===== src/acs_map.vh =====
// Register map, field positions and timing constants of the conversion sequencer.
// Assumes inclusion by bare name from the sequencer files.
`ifndef ACS_MAP_VH
`define ACS_MAP_VH
// Register addresses on the plain register port
`define ACS_CTRL_ADDR      4'h0
`define ACS_RESULT_ADDR    4'h1
`define ACS_INJ_ADDR       4'h2
`define ACS_STATUS_ADDR    4'h3
`define ACS_IRQ_STAT_ADDR  4'h4
`define ACS_IRQ_EN_ADDR    4'h5
`define ACS_IRQ_CLR_ADDR   4'h6
`define ACS_SCAN_MASK_ADDR 4'h7
`define ACS_DIGIN_ADDR     4'h8
// Control register fields
`define ACS_CTRL_CHAN_LSB  0
`define ACS_CTRL_MODE_LSB  4
`define ACS_CTRL_START     6
`define ACS_CTRL_WAITRD    7
`define ACS_CTRL_PROTECT   8
`define ACS_CTRL_INJ_REQ   9
`define ACS_CTRL_CCS_LSB   10
`define ACS_CTRL_SCS_LSB   12
`define ACS_CTRL_INJ_LSB   14
`define ACS_CTRL_RESET     16'h0000
// Conversion modes
`define ACS_MODE_SINGLE    2'h0
`define ACS_MODE_CONT      2'h1
`define ACS_MODE_SCAN      2'h2
`define ACS_MODE_SCAN_CONT 2'h3
// Interrupt status bits
`define ACS_IRQ_DONE       0
`define ACS_IRQ_OVERRUN    1
`define ACS_IRQ_INJ        2
// Timing, in basic clock phases, converter clocks and nanoseconds
`define ACS_CONV_CLOCKS    14
`define ACS_SAMPLE_CLOCKS  2
`define ACS_XFER_PHASES    4
`define ACS_CAL_CLOCKS     4
`define ACS_CC_PHASES_00   24
`define ACS_CC_PHASES_10   96
`define ACS_CC_PHASES_11   48
`define ACS_RESET_CAL_NS   1600000
`define ACS_CLOCK_NS       100
`endif


===== src/acs_phase_timer.v =====
// Conversion clock generator: one pulse per converter clock period.
// Assumes one basic clock phase per system clock cycle.
`timescale 1ns/1ns
`include "acs_map.vh"
module acs_phase_timer (
  input  wire       clock,
  input  wire       reset_n,
  input  wire       run,
  input  wire [1:0] clock_select,
  output reg        tick
);
  reg  [6:0] count;
  wire [6:0] period;

  // Phases per converter clock; reserved 01 treated as 00
  assign period = (clock_select == 2'h2) ? 7'd`ACS_CC_PHASES_10 :
                  (clock_select == 2'h3) ? 7'd`ACS_CC_PHASES_11 :
                  7'd`ACS_CC_PHASES_00;

  always @(posedge clock) begin
    if (!reset_n || !run) begin
      count <= 7'h00;
      tick  <= 1'b0;
    end else if (count >= period - 7'd1) begin
      count <= 7'h00;
      tick  <= 1'b1;
    end else begin
      count <= count + 7'd1;
      tick  <= 1'b0;
    end
  end
endmodule // acs_phase_timer


===== src/acs_sequencer.v =====
// Conversion sequencer: modes, scan, injection, overrun, wait-for-read, calibration.
// Assumes a register master with one-cycle strobes and a converter core that
// returns a 10-bit code whenever asked.
// Contract
// - Pick one of 16 channels and produce a 10-bit result for it.
// - Overrun detection: interrupt when a result lands over an unread one.
// - Overrun protection: suspend next conversion until previous result is read.
// - Single mode converts the selected channel once into the result register.
// - Continuous mode converts the selected channel repeatedly, storing each result.
// - Scan single converts each selected channel once, storing each result.
// - Scan continuous cycles through the selected channels forever.
// - After each scan conversion signal a request for moving the result. Here no request for a result that goes through the wait-for-read buffer.
// - Wait-for-read in continuous modes buffers the new result and holds.
// - Injected conversion stores into injection register, running mode then resumes.
// - Conversion takes 14 conversion clocks, 2 sample clocks, 4 phases. Here sampling lasts one sample clock (sample_len conversion clocks), not 2.
// - After reset run a full calibration at least 1.6 ms, busy set.
// - Conversions allowed during reset calibration, which lengthens by their time.
// - After each conversion run a four converter clock calibration cycle.
// - Conversion clock select: 00=24, 10=96, 11=48 phases; 01 reserved.
// - Sample clock select 00..11 gives 1, 2, 4, 8 conversion clocks.
// - Unused channel inputs readable as digital input pins.
//
// Chosen here: the strobed register port and the register offsets.
`timescale 1ns/1ns
`include "acs_map.vh"
module acs_sequencer #(
  parameter CAL_CYCLES = (`ACS_RESET_CAL_NS + `ACS_CLOCK_NS - 1) / `ACS_CLOCK_NS
) (
  input  wire        clock,
  input  wire        reset_n,
  input  wire [3:0]  address,
  input  wire [15:0] write_data,
  input  wire        write_strobe,
  input  wire        read_strobe,
  output reg  [15:0] read_data,
  input  wire [9:0]  core_result,
  input  wire [15:0] channel_pins,
  output reg  [3:0]  mux_select,
  output reg         sample_hold,
  output reg         transfer_request,
  output reg         interrupt
);
  localparam ST_IDLE   = 3'h0;
  localparam ST_SAMPLE = 3'h1;
  localparam ST_CONV   = 3'h2;
  localparam ST_XFER   = 3'h3;
  localparam ST_CAL    = 3'h4;
  localparam ST_HOLD   = 3'h5;

  reg  [15:0] converter_control_register;
  reg  [15:0] scan_mask;
  reg  [15:0] conversion_result_register;
  reg  [15:0] injection_result_register;
  reg  [9:0]  temp_buffer;
  reg         temp_full;
  reg         result_unread;
  reg  [2:0]  irq_status;
  reg  [2:0]  irq_enable;
  reg  [2:0]  state;
  reg  [3:0]  channel;
  reg  [4:0]  clocks;
  reg  [2:0]  phases;
  reg         running;
  reg         injecting;
  reg         inj_pending;
  reg  [3:0]  inj_channel;
  reg  [31:0] cal_count;
  reg         converter_busy_flag;
  wire        cc_tick;
  wire [1:0]  mode;
  wire        continuous;
  wire        scan_mode;
  wire [4:0]  sample_len;
  wire        result_read;
  wire [3:0]  next_channel;
  wire        last_scan;
  wire [15:0] status_word;

  assign mode        = converter_control_register[`ACS_CTRL_MODE_LSB +: 2];
  assign continuous  = mode[0];
  assign scan_mode   = mode[1];
  assign result_read = read_strobe && (address == `ACS_RESULT_ADDR);
  assign status_word = {12'h000, temp_full, result_unread, running, converter_busy_flag};

  // Sample length in converter clocks
  assign sample_len = 5'd1 << converter_control_register[`ACS_CTRL_SCS_LSB +: 2];

  // Next channel of the scan set, searching downward from the current one
  function [3:0] scan_next;
    input [3:0]  cur;
    input [15:0] mask;
    integer      i;
    reg          found;
    reg [3:0]    idx;
    begin
      scan_next = cur;
      found     = 1'b0;
      for (i = 1; i < 16; i = i + 1) begin
        idx = cur - i[3:0];
        if (!found && mask[idx]) begin
          scan_next = idx;
          found     = 1'b1;
        end
      end
    end
  endfunction

  assign next_channel = scan_next(channel, scan_mask);
  assign last_scan    = (next_channel >= channel);

  acs_phase_timer u_timer (
    .clock        (clock),
    .reset_n      (reset_n),
    .run          (state != ST_IDLE && state != ST_HOLD && state != ST_XFER),
    .clock_select (converter_control_register[`ACS_CTRL_CCS_LSB +: 2]),
    .tick         (cc_tick)
  );

  // Register writes and interrupt enable
  always @(posedge clock) begin
    if (!reset_n) begin
      converter_control_register <= `ACS_CTRL_RESET;
      scan_mask                  <= 16'h0000;
      irq_enable                 <= 3'h0;
    end else if (write_strobe) begin
      case (address)
        `ACS_CTRL_ADDR:      converter_control_register <= write_data;
        `ACS_SCAN_MASK_ADDR: scan_mask <= write_data;
        `ACS_IRQ_EN_ADDR:    irq_enable <= write_data[2:0];
        default:             scan_mask <= scan_mask;
      endcase
    end else if (state == ST_IDLE && running == 1'b0) begin
      // The start request is self-clearing once taken; the injection request bit is not
      if (converter_control_register[`ACS_CTRL_START])
        converter_control_register[`ACS_CTRL_START] <= 1'b0;
    end
  end

  // Reset calibration counter; conversions pause it
  always @(posedge clock) begin
    if (!reset_n) begin
      cal_count <= 32'h0;
    end else if (cal_count < CAL_CYCLES && state == ST_IDLE) begin
      cal_count <= cal_count + 32'd1;
    end
  end

  // Conversion sequence
  always @(posedge clock) begin
    if (!reset_n) begin
      state                     <= ST_IDLE;
      channel                   <= 4'h0;
      clocks                    <= 5'h00;
      phases                    <= 3'h0;
      running                   <= 1'b0;
      injecting                 <= 1'b0;
      inj_pending               <= 1'b0;
      inj_channel               <= 4'h0;
      conversion_result_register <= 16'h0000;
      injection_result_register <= 16'h0000;
      temp_buffer               <= 10'h000;
      temp_full                 <= 1'b0;
      result_unread             <= 1'b0;
      irq_status                <= 3'h0;
      transfer_request          <= 1'b0;
      sample_hold               <= 1'b0;
      mux_select                <= 4'h0;
    end else begin
      transfer_request <= 1'b0;
      if (write_strobe && address == `ACS_IRQ_CLR_ADDR)
        irq_status <= irq_status & ~write_data[2:0];
      if (write_strobe && address == `ACS_CTRL_ADDR && write_data[`ACS_CTRL_INJ_REQ]) begin
        inj_pending <= 1'b1;
        inj_channel <= {2'h0, write_data[`ACS_CTRL_INJ_LSB +: 2]};
      end
      // Reading the result frees the register; buffered result moves up
      if (result_read) begin
        result_unread <= temp_full;
        if (temp_full) begin
          conversion_result_register <= {2'h0, channel, temp_buffer};
          temp_full <= 1'b0;
        end
      end
      case (state)
        ST_IDLE: begin
          if (running && inj_pending && continuous) begin
            injecting   <= 1'b1;
            inj_pending <= 1'b0;
            mux_select  <= inj_channel;
            state       <= ST_SAMPLE;
          end else if (running) begin
            mux_select <= channel;
            state      <= ST_SAMPLE;
          end else if (converter_control_register[`ACS_CTRL_START]) begin
            running <= 1'b1;
            channel <= converter_control_register[`ACS_CTRL_CHAN_LSB +: 4];
          end
          clocks <= 5'h00;
        end
        ST_SAMPLE: begin
          sample_hold <= 1'b1;
          if (cc_tick) begin
            if (clocks == sample_len - 5'd1) begin
              clocks      <= 5'h00;
              sample_hold <= 1'b0;
              state       <= ST_CONV;
            end else begin
              clocks <= clocks + 5'd1;
            end
          end
        end
        ST_CONV: begin
          // Fourteen converter clocks, then transfer phases
          if (cc_tick) begin
            if (clocks == `ACS_CONV_CLOCKS - 1) begin
              clocks <= 5'h00;
              phases <= 3'h0;
              state  <= ST_XFER;
            end else begin
              clocks <= clocks + 5'd1;
            end
          end
        end
        ST_XFER: begin
          phases <= phases + 3'd1;
          if (phases == `ACS_XFER_PHASES - 1) begin
            state <= ST_CAL;
            if (injecting) begin
              injection_result_register <= {2'h0, mux_select, core_result};
              irq_status[`ACS_IRQ_INJ] <= 1'b1;
            end else if (result_unread && !result_read &&
                         converter_control_register[`ACS_CTRL_PROTECT]) begin
              state <= ST_XFER;
              phases <= phases;
            end else if (result_unread && !result_read && continuous &&
                         converter_control_register[`ACS_CTRL_WAITRD]) begin
              temp_buffer <= core_result;
              temp_full   <= 1'b1;
              state       <= ST_HOLD;
            end else begin
              conversion_result_register <= {2'h0, channel, core_result};
              result_unread              <= 1'b1;
              irq_status[`ACS_IRQ_DONE]  <= 1'b1;
              if (result_unread && !result_read)
                irq_status[`ACS_IRQ_OVERRUN] <= 1'b1;
              if (scan_mode)
                transfer_request <= 1'b1;
            end
          end
        end
        ST_HOLD: begin
          if (!temp_full)
            state <= ST_CAL;
        end
        ST_CAL: begin
          // Four converter clocks of calibration after every conversion
          if (cc_tick) begin
            if (clocks == `ACS_CAL_CLOCKS - 1) begin
              clocks <= 5'h00;
              state  <= ST_IDLE;
              if (injecting) begin
                injecting <= 1'b0;
              end else if (scan_mode) begin
                channel <= next_channel;
                if (last_scan && !continuous)
                  running <= 1'b0;
              end else if (!continuous) begin
                running <= 1'b0;
              end
            end else begin
              clocks <= clocks + 5'd1;
            end
          end
        end
        default: state <= ST_IDLE;
      endcase
    end
  end

  always @(posedge clock) begin
    if (!reset_n) begin
      converter_busy_flag <= 1'b1;
      interrupt           <= 1'b0;
    end else begin
      converter_busy_flag <= running || (cal_count < CAL_CYCLES);
      interrupt           <= |(irq_status & irq_enable);
    end
  end

  // Register reads; unused channels read as digital inputs
  always @(posedge clock) begin
    if (!reset_n) begin
      read_data <= 16'h0000;
    end else if (read_strobe) begin
      case (address)
        `ACS_CTRL_ADDR:      read_data <= converter_control_register;
        `ACS_RESULT_ADDR:    read_data <= conversion_result_register;
        `ACS_INJ_ADDR:       read_data <= injection_result_register;
        `ACS_STATUS_ADDR:    read_data <= status_word;
        `ACS_IRQ_STAT_ADDR:  read_data <= {13'h0000, irq_status};
        `ACS_IRQ_EN_ADDR:    read_data <= {13'h0000, irq_enable};
        `ACS_SCAN_MASK_ADDR: read_data <= scan_mask;
        `ACS_DIGIN_ADDR:     read_data <= channel_pins;
        default:             read_data <= 16'h0000;
      endcase
    end else begin
      read_data <= 16'h0000;
    end
  end
endmodule // acs_sequencer


===== config.mk =====
export PLATFORM = sky130hd
export DESIGN_NAME = acs_sequencer
export DESIGN_NICKNAME = d
export VERILOG_FILES = /design/src/acs_phase_timer.v /design/src/acs_sequencer.v
export VERILOG_INCLUDE_DIRS = /design/src
export SDC_FILE = /design/constraint.sdc
export NUM_CORES = 1
export LEC_CHECK = 0
export BUFFER_PORTS_ARGS = -buffer_cell sky130_fd_sc_hd__buf_2
export CAP_MARGIN = 15
export CORE_MARGIN = 5
export CORE_UTILIZATION = 42
export DETAILED_ROUTE_END_ITERATION = 12
export PLACE_DENSITY = 0.69
export SYNTH_ARGS = -nofsm -noshare
export SYNTH_HDL_FRONTEND = slang
export SYNTH_SLANG_ARGS = --single-unit

===== constraint.sdc =====
create_clock -name clock -period 11.4 [get_ports clock]
set_input_delay 0 -clock clock [delete_from_list [all_inputs] [get_ports clock]]
set_output_delay 0 -clock clock [all_outputs]
set_load 0.1 [all_outputs]

# Yosys cells after proc, flatten, opt, wreduce, memory -nomap -nowiden
# Cells that the tools add are included.
[totals] elab_cells=340 ff_bits=164
[classes] shifts=1 n_reduce_logical=74 order_cmp=18 eq_ne=40 addsub=21 n_mux=150 n_bitwise=9
[ops] cell="case mux 16 bit (8 select lines)" n=1
[ops] cell="2-to-1 mux 16 bit" n=7
[ops] cell="2-to-1 mux 4 bit" n=24
[ops] cell="< comparator 4 x 5 -> 1 bit, second input constant" n=15
[ops] cell="2-to-1 mux 1 bit" n=65
[ops] cell="binary-select mux 1 bit (select 4 bit)" n=15
[ops] cell="2-to-1 mux 3 bit" n=20
[ops] cell="adder 32 x 1 -> 32 bit, second input constant" n=1
[ops] cell="< comparator 32 x 14 -> 1 bit, second input constant" n=1
[ops] cell="subtractor 4 bit, second input constant" n=8
[ops] cell="2-to-1 mux 5 bit" n=6
[ops] cell="logical AND 1 bit" n=29
[ops] cell="inequality test 2 bit, second input constant" n=10
[ops] cell="case mux 5 bit (4 select lines)" n=1
[ops] cell="zero test 1 bit" n=18
[ops] cell="case mux 3 bit (6 select lines)" n=1
[ops] cell="equality test 4 x 3 -> 1 bit, second input constant" n=4
[ops] cell="subtractor 4 x 3 -> 4 bit, second input constant" n=4
[ops] cell="2-to-1 mux 7 bit" n=2
[ops] cell="AND reduction 2 bit" n=6
[ops] cell="AND reduction 4 bit" n=3
[ops] cell="inequality test 2 x 1 -> 1 bit, second input constant" n=5
[ops] cell="equality test 3 x 2 -> 1 bit, second input constant" n=3
[ops] cell="inequality test 3 bit, second input constant" n=3
[ops] cell="43 further kinds" n=61

# Logic depth before layout (Yosys ltp)
# Gate-level depths: netlist of run 1.
[logic_depth] ltp_word=54 mapped_depth=22 depth_no_buf=17

# By module
# Synthesis of run 1 repeated with hierarchy kept, for this count alone.
[unflattened] cells_unflattened=1071 area_unflattened_um2=9227.6
[modules_own_cells] mod="acs_sequencer" n_inst=1 cells_each=1026 area_each_um2=8805.9
[modules_own_cells] mod="acs_phase_timer" n_inst=1 cells_each=45 area_each_um2=421.7

# Least setup slack after synthesis of run 1
# Ideal clock, no wire load.
[synth_path] path_kind="reg-to-reg" startpoint="register channel[1]" endpoint="register running" setup_time_ns=0.091 setup_slack_ns=6.604 n_path_buf=4 path_stages_with_launch=22 arrival_time_ns=4.705 cell_sequence="dfxtp_1 > buf_2 > clkbuf_1 > inv_1 > ha_1 > buf_2 > buf_2 > mux4_1 > inv_1 > mux4_2 > and3_1 > nand2_1 > nor2_1 > or4_1 > xnor2_1 > ha_1 > nand2b_1 > a21oi_1 > nor2b_1 > o21ai_0 > nand3b_1 > a311oi_1"
[synth_between] elab_chain_len=50 elab_cells_between_ends=106 cone_classes="add/sub: 15; order compare: 1; eq/ne: 1; mux: 59; reduce/logical: 30"
[synth_lines] item="start: declaration" line="acs_sequencer.v:60" rtl="reg [3:0] channel;"
[synth_lines] item="start signal: assignment" line="acs_sequencer.v:196" rtl="channel <= converter_control_register[`ACS_CTRL_CHAN_LSB +: 4];"
[synth_lines] item="start signal: assignment" line="acs_sequencer.v:264" rtl="channel <= next_channel;"
[synth_lines] item="subtractor 4 x 1 -> 4 bit" line="acs_sequencer.v:99" rtl="idx = cur - i[3:0];"
[synth_lines] item="binary-select mux 1 bit (select 4 bit)" line="acs_sequencer.v:100" rtl="if (!found && mask[idx]) begin"
[synth_lines] item="2-to-1 mux 1 bit (implied by the code)" line="acs_sequencer.v:100"
[synth_lines] item="2-to-1 mux 1 bit" line="acs_sequencer.v:100"
[synth_lines] item="zero test 1 bit" line="acs_sequencer.v:100"
[synth_lines] item="logical AND 1 bit" line="acs_sequencer.v:100"
[synth_lines] item="2-to-1 mux 1 bit" line="acs_sequencer.v:100"
[synth_lines] item="zero test 1 bit" line="acs_sequencer.v:100"
[synth_lines] item="(+34 left out)"
[synth_lines] item="2-to-1 mux 1 bit" line="acs_sequencer.v:100"
[synth_lines] item="zero test 1 bit" line="acs_sequencer.v:100"
[synth_lines] item="logical AND 1 bit" line="acs_sequencer.v:100"
[synth_lines] item="2-to-1 mux 4 bit" line="acs_sequencer.v:100"
[synth_lines] item=">= comparator 4 bit (*)" line="acs_sequencer.v:109" rtl="assign last_scan = (next_channel >= channel);"
[synth_lines] item="logical AND 1 bit (*)" line="acs_sequencer.v:265" rtl="if (last_scan && !continuous)"
[synth_lines] item="inequality test 3 bit (no source line) (*)"
[synth_lines] item="AND reduction 7 bit (no source line) (*)"
[synth_lines] item="end signal: assignment" line="acs_sequencer.v:155" rtl="running <= 1'b0;"
[synth_lines] item="end signal: assignment" line="acs_sequencer.v:266" rtl="running <= 1'b0;"
[synth_lines] item="end signal: assignment" line="acs_sequencer.v:268" rtl="running <= 1'b0;"
[synth_lines] item="end: declaration" line="acs_sequencer.v:63" rtl="reg running;"
# Mark *: on every way between the ends. The rest lies on a longest branch, timed or not. The select of a mux whose other input is x is not followed.
# A chain may end at the register's enable or synchronous reset.

# Worst setup path in the final report of run 1
# Same ends and word-level chain as after synthesis.

==> results.toml, run 1 <==
[pwr]
internal_power_w = 0.000963
total_power_w = 0.00127
p_per_area_mw_per_mm2 = 118
ir_drop_v = 0.0000947
p_leak_nw = 3.93
netSwitchingPower_w = 0.000304
pwr-share-clk = 0.474
pwr-share-comb = 0.067
p_seq_frac = 0.459
switching_share = 0.240

[clock_network]
clk_path_buf_depth = 2
tritoncts = "built"
cts-resized-gates = 0
post_cts_buffers = 0
clock_latency_ns = 0.43
cts-root-buf = "clkbuf_16"
path_clk_slew_ns = 0.07
cts_max_level = 4
cts_sinks = 164
hold_buffers = 43
cts_buffers = 17

[setup_path]
slowest_stage = "dfxtp_1"
cp-start-kind = "register"
worstPathCellList = "inv_1 > ha_1 > mux4_2 > mux2i_1 > mux2i_1 > a21boi_1 > o21ba_2 > nor2_1 > or4_1 > xnor2_1 > ha_1 > nand2b_1 > a21oi_1 > nor2b_1 > o21ai_0 > nand3b_1 > a311oi_1"
crit_family = "multiplexers"
end_kind = "register"
cp_num_buf_inv = 1
slowest_delay_ns = 0.99
path_class = "reg -> reg"
required_ns = 11.72
critPathMaxFanout = 23
crit_arrival_ns = 6.28

[sta]
fmax_mhz = 168
post-route-min-period_ns = 5.96
rsz0062_at_grt = "false"
finalSetupTns_ns = 0
maxSlewViolCount = 0
holdWs_ns = 0.0706
slew_headroom = 0.247
finClkSkew_ns = 0.0106
setup_viol = 0
worst_slew_pin_slew_ns = 1.12
period_share = 0.523
final_hold_viol_count = 0

[yosys]
yosys.area.top_type = "dfxtp_1"
ys_dominant_reg_cell = "dfxtp_1"
ys_seq_area_frac = 0.359
synthesis.nets = 1149
yosysMostFrequentCell = "nand2_1"
synth_area_sq_mm = 0.00915
postSynthAreaPerCell_sq_um = 8.49
synth_seq_cells = 164
yosysTopAreaCellShare = 0.359
synth_commonest_cells = "nand2_1 (191), dfxtp_1 (164), a21oi_1 (102)"
synth-edff-count = 0
syn_inst = 1078
synth.area.top_cells = "dfxtp_1 (36%), nand2_1 (7.8%), mux4_2 (6.9%), a21oi_1 (5.6%), mux2i_1 (3.7%)"
async_flop_share = 0
ys_warn_count = 0
ys_types = 84

[detailed_routing]
routed_wl_mm = 27.3
via_per_inst = 5.88
antenna_left = 0
wl_per_cell_um = 18.8
vias = 8546
drt_iter0_drc = 729
dr.pass1.iters = 7
drc_errors = 0

[die]
die-area_sq_mm = 0.0248
die_x_um = 158
core_sq_mm = 0.0216
num_io_pins = 73
start_util = 0.423
die_h_um = 158
rows = 54

[finish]
nFillCells = 2017
layout-area-overhead-vs-synth_pct = 17.5
drive_above_1_share = 0.152
num-nets-final = 1232
final_cell_area_sq_mm = 0.0108
seq_area_sq_mm = 0.00328
diodes = 0
multi_input_area_sq_mm = 0.00551
fin_util = 0.497

[outcome]
status = "finished, final reports clean"

[global_routing]
grt.busiest_layer = "met2"
grt_start_max_net_pins = 59
track_usage = 0.217
use_met1 = 0.292
use_met2 = 0.361
antenna_found_initial = 0
grt_overflow = 0
grt.met3_usage = 0.0293
grt_first_pass_wirelength_mm = 42.9
grt_pass1_vias = 7899

[worst_hold_path]
min_path_type = "in -> reg"

[placed_design]
numPortBuffers = 72
gp_congestion = 0.937
postPlaceCellArea_sq_mm = 0.00971
dp.final_hpwl_mm = 19.3

[flow_run]
drv_cap = 0
## path summary, 6_finish.rpt
kind | startpoint | endpoint | slack [ns] | cells past startpoint
worst max-delay path | channel[1] | running | 5.44 | 17
worst min-delay path | channel_pins[3] | read_data[3] | 0.07 | 4
worst max register to register | channel[1] | running | 5.44 | 17
worst min register to register | conversion_result_register[14] | conversion_result_register[14] | 0.43 | 2
## kinds of logic after synthesis
logic type / synth area share
buffers and inverters: 0.0416
and+or+nand+nor: 0.216
xor gates and xnor gates: 0.0303
DFF: 0.359
muxes: 0.137
adders and majority gates: 0.0287
AOI/OAI and AO/OA: 0.188
## sequential cells by signal, summed over array words and instances (netlist names), 5 cells and up
signal	cells
converter_control_register	16
u_timer.count	7
temp_buffer	10
injection_result_register	14
clocks	5
read_data	16
conversion_result_register	16
cal_count	32
scan_mask	16
## per-layer routing
layer / vias up / part of all wire
met5: - / 0
met4: 0 / 0.028
met3: 56 / 0.070
met2: 361 / 0.48
met1: 4067 / 0.43
li1: 4062 / -
## area by class of cell
| cell class | count | area share |
|---|---|---|
| Multi-Input combinational cell | 820 | 0.512 |
| Sequential cell | 164 | 0.305 |
| Timing Repair Buffer | 128 | 0.0826 |
| Clock buffer | 17 | 0.0396 |
| Tap cell | 280 | 0.0326 |
| Clock inverter | 14 | 0.0176 |
| Inverter | 30 | 0.0106 |
## power by group through the flow
stage	Sequential [W]	Clock (W)	Combinational [W]
after global placement	0.000594	0	0.0000725
after global routing	0.000581	0.000634	0.0000920
after CTS	0.000581	0.000607	0.0000840
final	0.000581	0.000601	0.0000853
after floorplan	0.000595	0	0.0000431
after detailed placement	0.000594	0	0.0000723
## metrics by stage
stage                     setup WS (ns)  cells
final                              5.44   1453
after global routing               4.96   1453
after CTS                          5.45   1453
after detailed placement           5.48   1379
after global placement             5.54   1379
after floorplan                    6.60   1078
## tightest hold or removal path, stage by stage
cell and delay, ns:
buf_2 0.10, nand3_1 0.09, a21o_1 0.12, a31oi_1 0.11
## placed cells by master, fill, tap and decap left out, drive strengths merged, types with 26 or more instances in the layout
cell type	netlist	final
a21oi	103	103
nand2	191	191
dfxtp	164	164
a22oi	32	32
dlygate4sd3	0	43
nor2	81	81
inv	29	37
buf	12	85
mux4	34	34
nand3	33	33
and2	26	26
mux2i	34	34
Power figures use the tool's default switching activity.
==> run 2, diff against run 1 <==
--- a/config.mk
+++ b/config.mk
@@ -6,6 +6,7 @@
 export SDC_FILE = /design/constraint.sdc
 export NUM_CORES = 1
 export LEC_CHECK = 0
+export ABC_AREA = 1
 export BUFFER_PORTS_ARGS = -buffer_cell sky130_fd_sc_hd__buf_2
 export CAP_MARGIN = 15
 export CORE_MARGIN = 5
==> constraint.sdc (replaced) <==
create_clock -name clock -period 6.2 [get_ports clock]
set_input_delay 0 -clock clock [delete_from_list [all_inputs] [get_ports clock]]
set_output_delay 0 -clock clock [all_outputs]
set_load 0.1 [all_outputs]
==> results.toml, run 2 <==
[outcome]
status = "finished, final reports clean"

[finish]
final_cell_mix = "nand2_1 (273), inv_1 (193), dfxtp_1 (164)"
fin_util = 0.508
num-nets-final = 1460
nFillCells = 2013
largest_register_ffs = 32
final_common_cell = "nand2_1"
layout-area-overhead-vs-synth_pct = 18.8
drive_above_1_share = 0.103
diodes = 0
max_flop_register = "cal_count"

[die]
die_h_um = 154
die-area_sq_mm = 0.0236
num_io_pins = 73
die_x_um = 154
rows = 52
start_util = 0.428
core_sq_mm = 0.0203

[detailed_routing]
wl_per_cell_um = 15.6
vias = 8884
drc_errors = 0
drt_iter0_drc = 1099
dr.pass1.iters = 6
routed_wl_mm = 26.1
antenna_left = 0
via_per_inst = 5.31

[setup_path]
slowest_stage = "ha_1"
required_ns = 6.52
cp_common_cell = "nand3_2"
crit_arrival_ns = 4.98
critPathMaxFanout = 21
cp-start-kind = "register"
cp_num_buf_inv = 4
end_kind = "register"
crit_family = "simple AND/OR/NAND/NOR gates"
path_class = "reg -> reg"
slowest_delay_ns = 0.47

[pwr]
pwr-share-comb = 0.226
p_seq_frac = 0.388
internal_power_w = 0.00194
switching_share = 0.322
pwr-share-clk = 0.386
ir_drop_v = 0.000187
netSwitchingPower_w = 0.000920
p_per_area_mw_per_mm2 = 278
p_leak_nw = 4.63

[global_routing]
track_usage = 0.218
grt_overflow = 0
grt_pass1_vias = 7946
grt_start_max_net_pins = 78
antenna_found_initial = 0
grt_first_pass_wirelength_mm = 41.9

[sta]
setup_viol = 0
final_hold_viol_count = 0
fmax_mhz = 214
period_share = 0.752
slew_headroom = 0.279
worst_slew_pin_slew_ns = 1.08
post-route-min-period_ns = 4.66
rsz0062_at_grt = "false"
finClkSkew_ns = 0.00936
finalSetupTns_ns = 0
maxSlewViolCount = 0

[yosys]
ys_types = 47
ys_dominant_reg_cell = "dfxtp_1"
synthesis.nets = 1361
yosysMostFrequentCell = "nand2_1"
syn_inst = 1290
synth_commonest_cells = "nand2_1 (273), inv_1 (193), dfxtp_1 (164)"
async_flop_share = 0
synth-edff-count = 0
yosys.area.top_type = "dfxtp_1"
yosysTopAreaCellShare = 0.378
synth_area_sq_mm = 0.00868
ys_seq_area_frac = 0.378
synth.area.top_cells = "dfxtp_1 (38%), nand2_1 (12%), inv_1 (8.3%), o21ai_0 (7.0%), a21oi_1 (6.3%)"
postSynthAreaPerCell_sq_um = 6.73
ys_warn_count = 0
synth_seq_cells = 164

[placed_design]
gp_congestion = 0.997
numPortBuffers = 72
dp.final_hpwl_mm = 18.7

[clock_network]
tritoncts = "built"
clock_latency_ns = 0.43
cts-root-buf = "clkbuf_16"
clk_path_buf_depth = 2
cts_sinks = 164
cts_buffers = 17
cts_max_level = 4
path_clk_slew_ns = 0.07
cts-resized-gates = 0

[worst_hold_path]
min_path_type = "in -> reg"

[flow_run]
drv_cap = 0
run 2: cell families (layout without fill, tap and decap cells):
logic type	after synthesis	after routing	share of synthesized area
buffers and inverters	246	358	0.111
AND/OR/NAND/NOR	544	544	0.272
XOR/XNOR	11	11	0.0141
adder cells (fa/ha/maj)	21	21	0.0303
flip-flops	164	164	0.378
AO/OA/AOI/OAI	302	302	0.192
multiplexers	2	2	0.00259
run 2: worst register-to-register path, delay by kind of cell (launching register included):
kind            cells  cell delay, ns
flops               1            0.32
simple gates       16            2.10
compound gates      4            0.51
fa+ha+maj           2            0.74
buf+inv             4            0.88
run 2: power by group through the flow:
stage / registers [W] / logic [W] / clock network (W)
after floorplan: 0.00115 / 0.000453 / 0
after global placement: 0.00113 / 0.000611 / 0
after detailed placement: 0.00113 / 0.000616 / 0
after CTS: 0.00111 / 0.000641 / 0.00112
after global routing: 0.00112 / 0.000736 / 0.00117
final: 0.00111 / 0.000647 / 0.00110
run 2: per-layer routing:
metal  global-route usage  wire length [um]  part of all wire  vias up
met2                0.344             11900              0.45      345
met3               0.0408              1820             0.070       40
met4               0.0555               448             0.017        0
met1                0.309             12000              0.46     4052
met5                    0                 0                 0        -
li1                     -                 -                 -     4447
run 2: path summary, 6_finish.rpt:
| path | startpoint | slack [ns] | cells past startpoint | endpoint |
|---|---|---|---|---|
| max | channel[0] | 1.54 | 26 | running |
| min | address[2] | 0.04 | 4 | read_data[8] |
| max reg2reg | channel[0] | 1.54 | 26 | running |
| min reg2reg | cal_count[25] | 0.42 | 2 | cal_count[25] |
run 2: area by class of cell:
cell class	count	area, sq um	area share
Sequential cell	164	3280	0.318
Multi-Input combinational cell	880	4440	0.431
Tap cell	270	338	0.0328
Clock buffer	17	425	0.0413
Inverter	200	756	0.0733
Clock inverter	15	191	0.0186
Timing Repair Buffer	126	878	0.0852
run 2: timing repair:
item | CTS | global route
hold buffers | 45 | 0
endpoints found under the hold margin | 84 | 0
buffers inserted | 0 | 0
run 2: metrics by stage:
stage                     power, W  setup slack, ns  area, sq um  hold slack [ns]  instances
after detailed placement   0.00175             1.62         9240            0.247       1595
after floorplan            0.00160             2.33         8680            0.128       1290
final                      0.00286             1.54        10300           0.0392       1672
after CTS                  0.00287             1.59        10300           0.0288       1672
after global routing       0.00302            0.986        10300           0.0589       1672
after global placement     0.00174             1.62         9240            0.253       1595
==> run 3, diff against run 2 <==
==> constraint.sdc (replaced) <==
create_clock -name clock -period 4.64 [get_ports clock]
set_input_delay 0 -clock clock [delete_from_list [all_inputs] [get_ports clock]]
set_output_delay 0 -clock clock [all_outputs]
set_load 0.1 [all_outputs]
==> results.toml, run 3 (synthesis results as in run 2) <==
[worst_hold_path]
hp-start = "address[2]"
hold_depth = 4
min_path_type = "in -> reg"

[global_routing]
grt.met3_usage = 0.0419
grt_overflow = 0
use_met2 = 0.337
antenna_found_initial = 0
grt_first_pass_wirelength_mm = 41.3
grt_start_max_net_pins = 109
grt_pass1_vias = 8205
grt.busiest_layer = "met2"
track_usage = 0.214
use_met1 = 0.293

[finish]
fin_util = 0.509
max_flop_register = "cal_count"
diodes = 0
seq_area_sq_mm = 0.00328
largest_register_ffs = 32
multi_input_area_sq_mm = 0.00444
layout-area-overhead-vs-synth_pct = 19.0
final_common_cell = "nand2_1"
drive_above_1_share = 0.102
final_cell_mix = "nand2_1 (273), inv_1 (193), dfxtp_1 (164)"
nFillCells = 2010
num-nets-final = 1467

[sta]
finClkSkew_ns = 0.0108
holdWs_ns = 0.0509
rsz0062_at_grt = "false"
post-route-min-period_ns = 4.05
final_hold_viol_count = 0
slew_headroom = 0.311
worst_slew_pin_slew_ns = 1.03
setup_viol = 0
period_share = 0.873
maxSlewViolCount = 0
fmax_mhz = 247
finalSetupTns_ns = 0

[detailed_routing]
antenna_left = 0
drt_iter0_drc = 699
drc_errors = 0
dr.pass1.iters = 6
wl_per_cell_um = 15.4
routed_wl_mm = 25.8
via_per_inst = 5.29
vias = 8881

[pwr]
ir_drop_v = 0.000252
p_per_area_mw_per_mm2 = 362
p_leak_nw = 4.65

[setup_path]
crit_arrival_ns = 4.41
worstReg2RegStart = "channel[0]"
cp-start-kind = "register"
r2r_cells = 26
critPathMaxFanout = 13
path_class = "reg -> reg"
timing.critical_path.to = "running"
worstReg2RegEnd = "running"
ff2ff_setup_slack_ns = 0.59
required_ns = 5.00
end_kind = "register"
startpoint = "channel[0]"

[clock_network]
cts_sinks = 164
cts-resized-gates = 0
tritoncts = "built"
cts-root-buf = "clkbuf_16"
post_cts_buffers = 0
cts_max_level = 4
cts_buffers = 17
path_clk_slew_ns = 0.06
clk_path_buf_depth = 2
hold_buffers = 47
clock_latency_ns = 0.43

[die]
die_x_um = 154
die-area_sq_mm = 0.0236
rows = 52
start_util = 0.428
die_h_um = 154
num_io_pins = 73
core_sq_mm = 0.0203

[outcome]
status = "finished, final reports clean"

[placed_design]
dp.final_hpwl_mm = 18.7
gp_congestion = 0.932
numPortBuffers = 72

[flow_run]
drv_cap = 0
-- run 3: cell count changes in the layout (fill, tap and decap cells not counted) --
cell	previous run	this run
inv_6	6	0
inv_8	1	0
clkbuf_8	0	3
buf_4	9	14
clkinv_4	2	3
clkinvlp_4	2	1
dlygate4sd3_1	45	47
bufinv_16	3	2
clkbuf_1	0	4
-- run 3: worst min path at each step --
stage                                to  slack, ns
after floorplan            scan_mask[6]       0.13
after global placement     scan_mask[7]       0.25
after detailed placement  read_data[14]       0.25
after CTS                  read_data[8]       0.02
after global routing       read_data[8]       0.05
final                      read_data[8]       0.05
-- run 3: power breakdown --
part           internal (W)  leakage, nW  switching [W]  total, W
Combinational      0.000284         3.04       0.000575  0.000859
Clock              0.000834        0.280       0.000559   0.00139
Sequential          0.00145         1.32      0.0000320   0.00148
Total               0.00257         4.65        0.00117   0.00374
-- run 3: layer usage --
metal	wire length [um]	vias to the layer above
li1	-	4454
met5	0	-
met3	1940	64
met2	11500	383
met4	741	0
met1	11600	3980
-- run 3: stage by stage --
step	cells	instance area (sq um)	total power (W)	setup slack (ns)
finish	1678	10300	0.00374	0.588
global route	1678	10300	0.00394	0.117
CTS	1678	10300	0.00375	0.605
detailed placement	1600	9280	0.00233	0.632
global placement	1600	9280	0.00232	0.708
floorplan	1290	8680	0.00214	0.770
-- run 3: final cells by class --
type,count,share of cell area
repair buffers,133,0.0906
inverters,200,0.0731
flip-flops and latches,164,0.318
well taps,270,0.0327
clock inverters,7,0.00957
clock buffers,24,0.0466
multi-input cells,880,0.430
-- run 3: critical path, cell delays in order, from the launching register on --
cell	delay, ns
dfxtp_1	0.34
inv_2	0.04
ha_1	0.29
inv_1	0.34
nand3_1	0.19
nand3_1	0.17
nand3_2	0.11
nand2_4	0.10
nand3_2	0.10
nor2_4	0.14
nand3_2	0.09
nor2_2	0.17
nand2_2	0.08
nor2_4	0.12
nand3_2	0.09
inv_2	0.09
nand2_2	0.08
nor4_1	0.33
nand2_1	0.09
nand2_1	0.10
inv_1	0.04
ha_1	0.26
a21boi_0	0.12
o21a_1	0.16
o21ai_0	0.14
a21oi_1	0.08
nor2_1	0.09
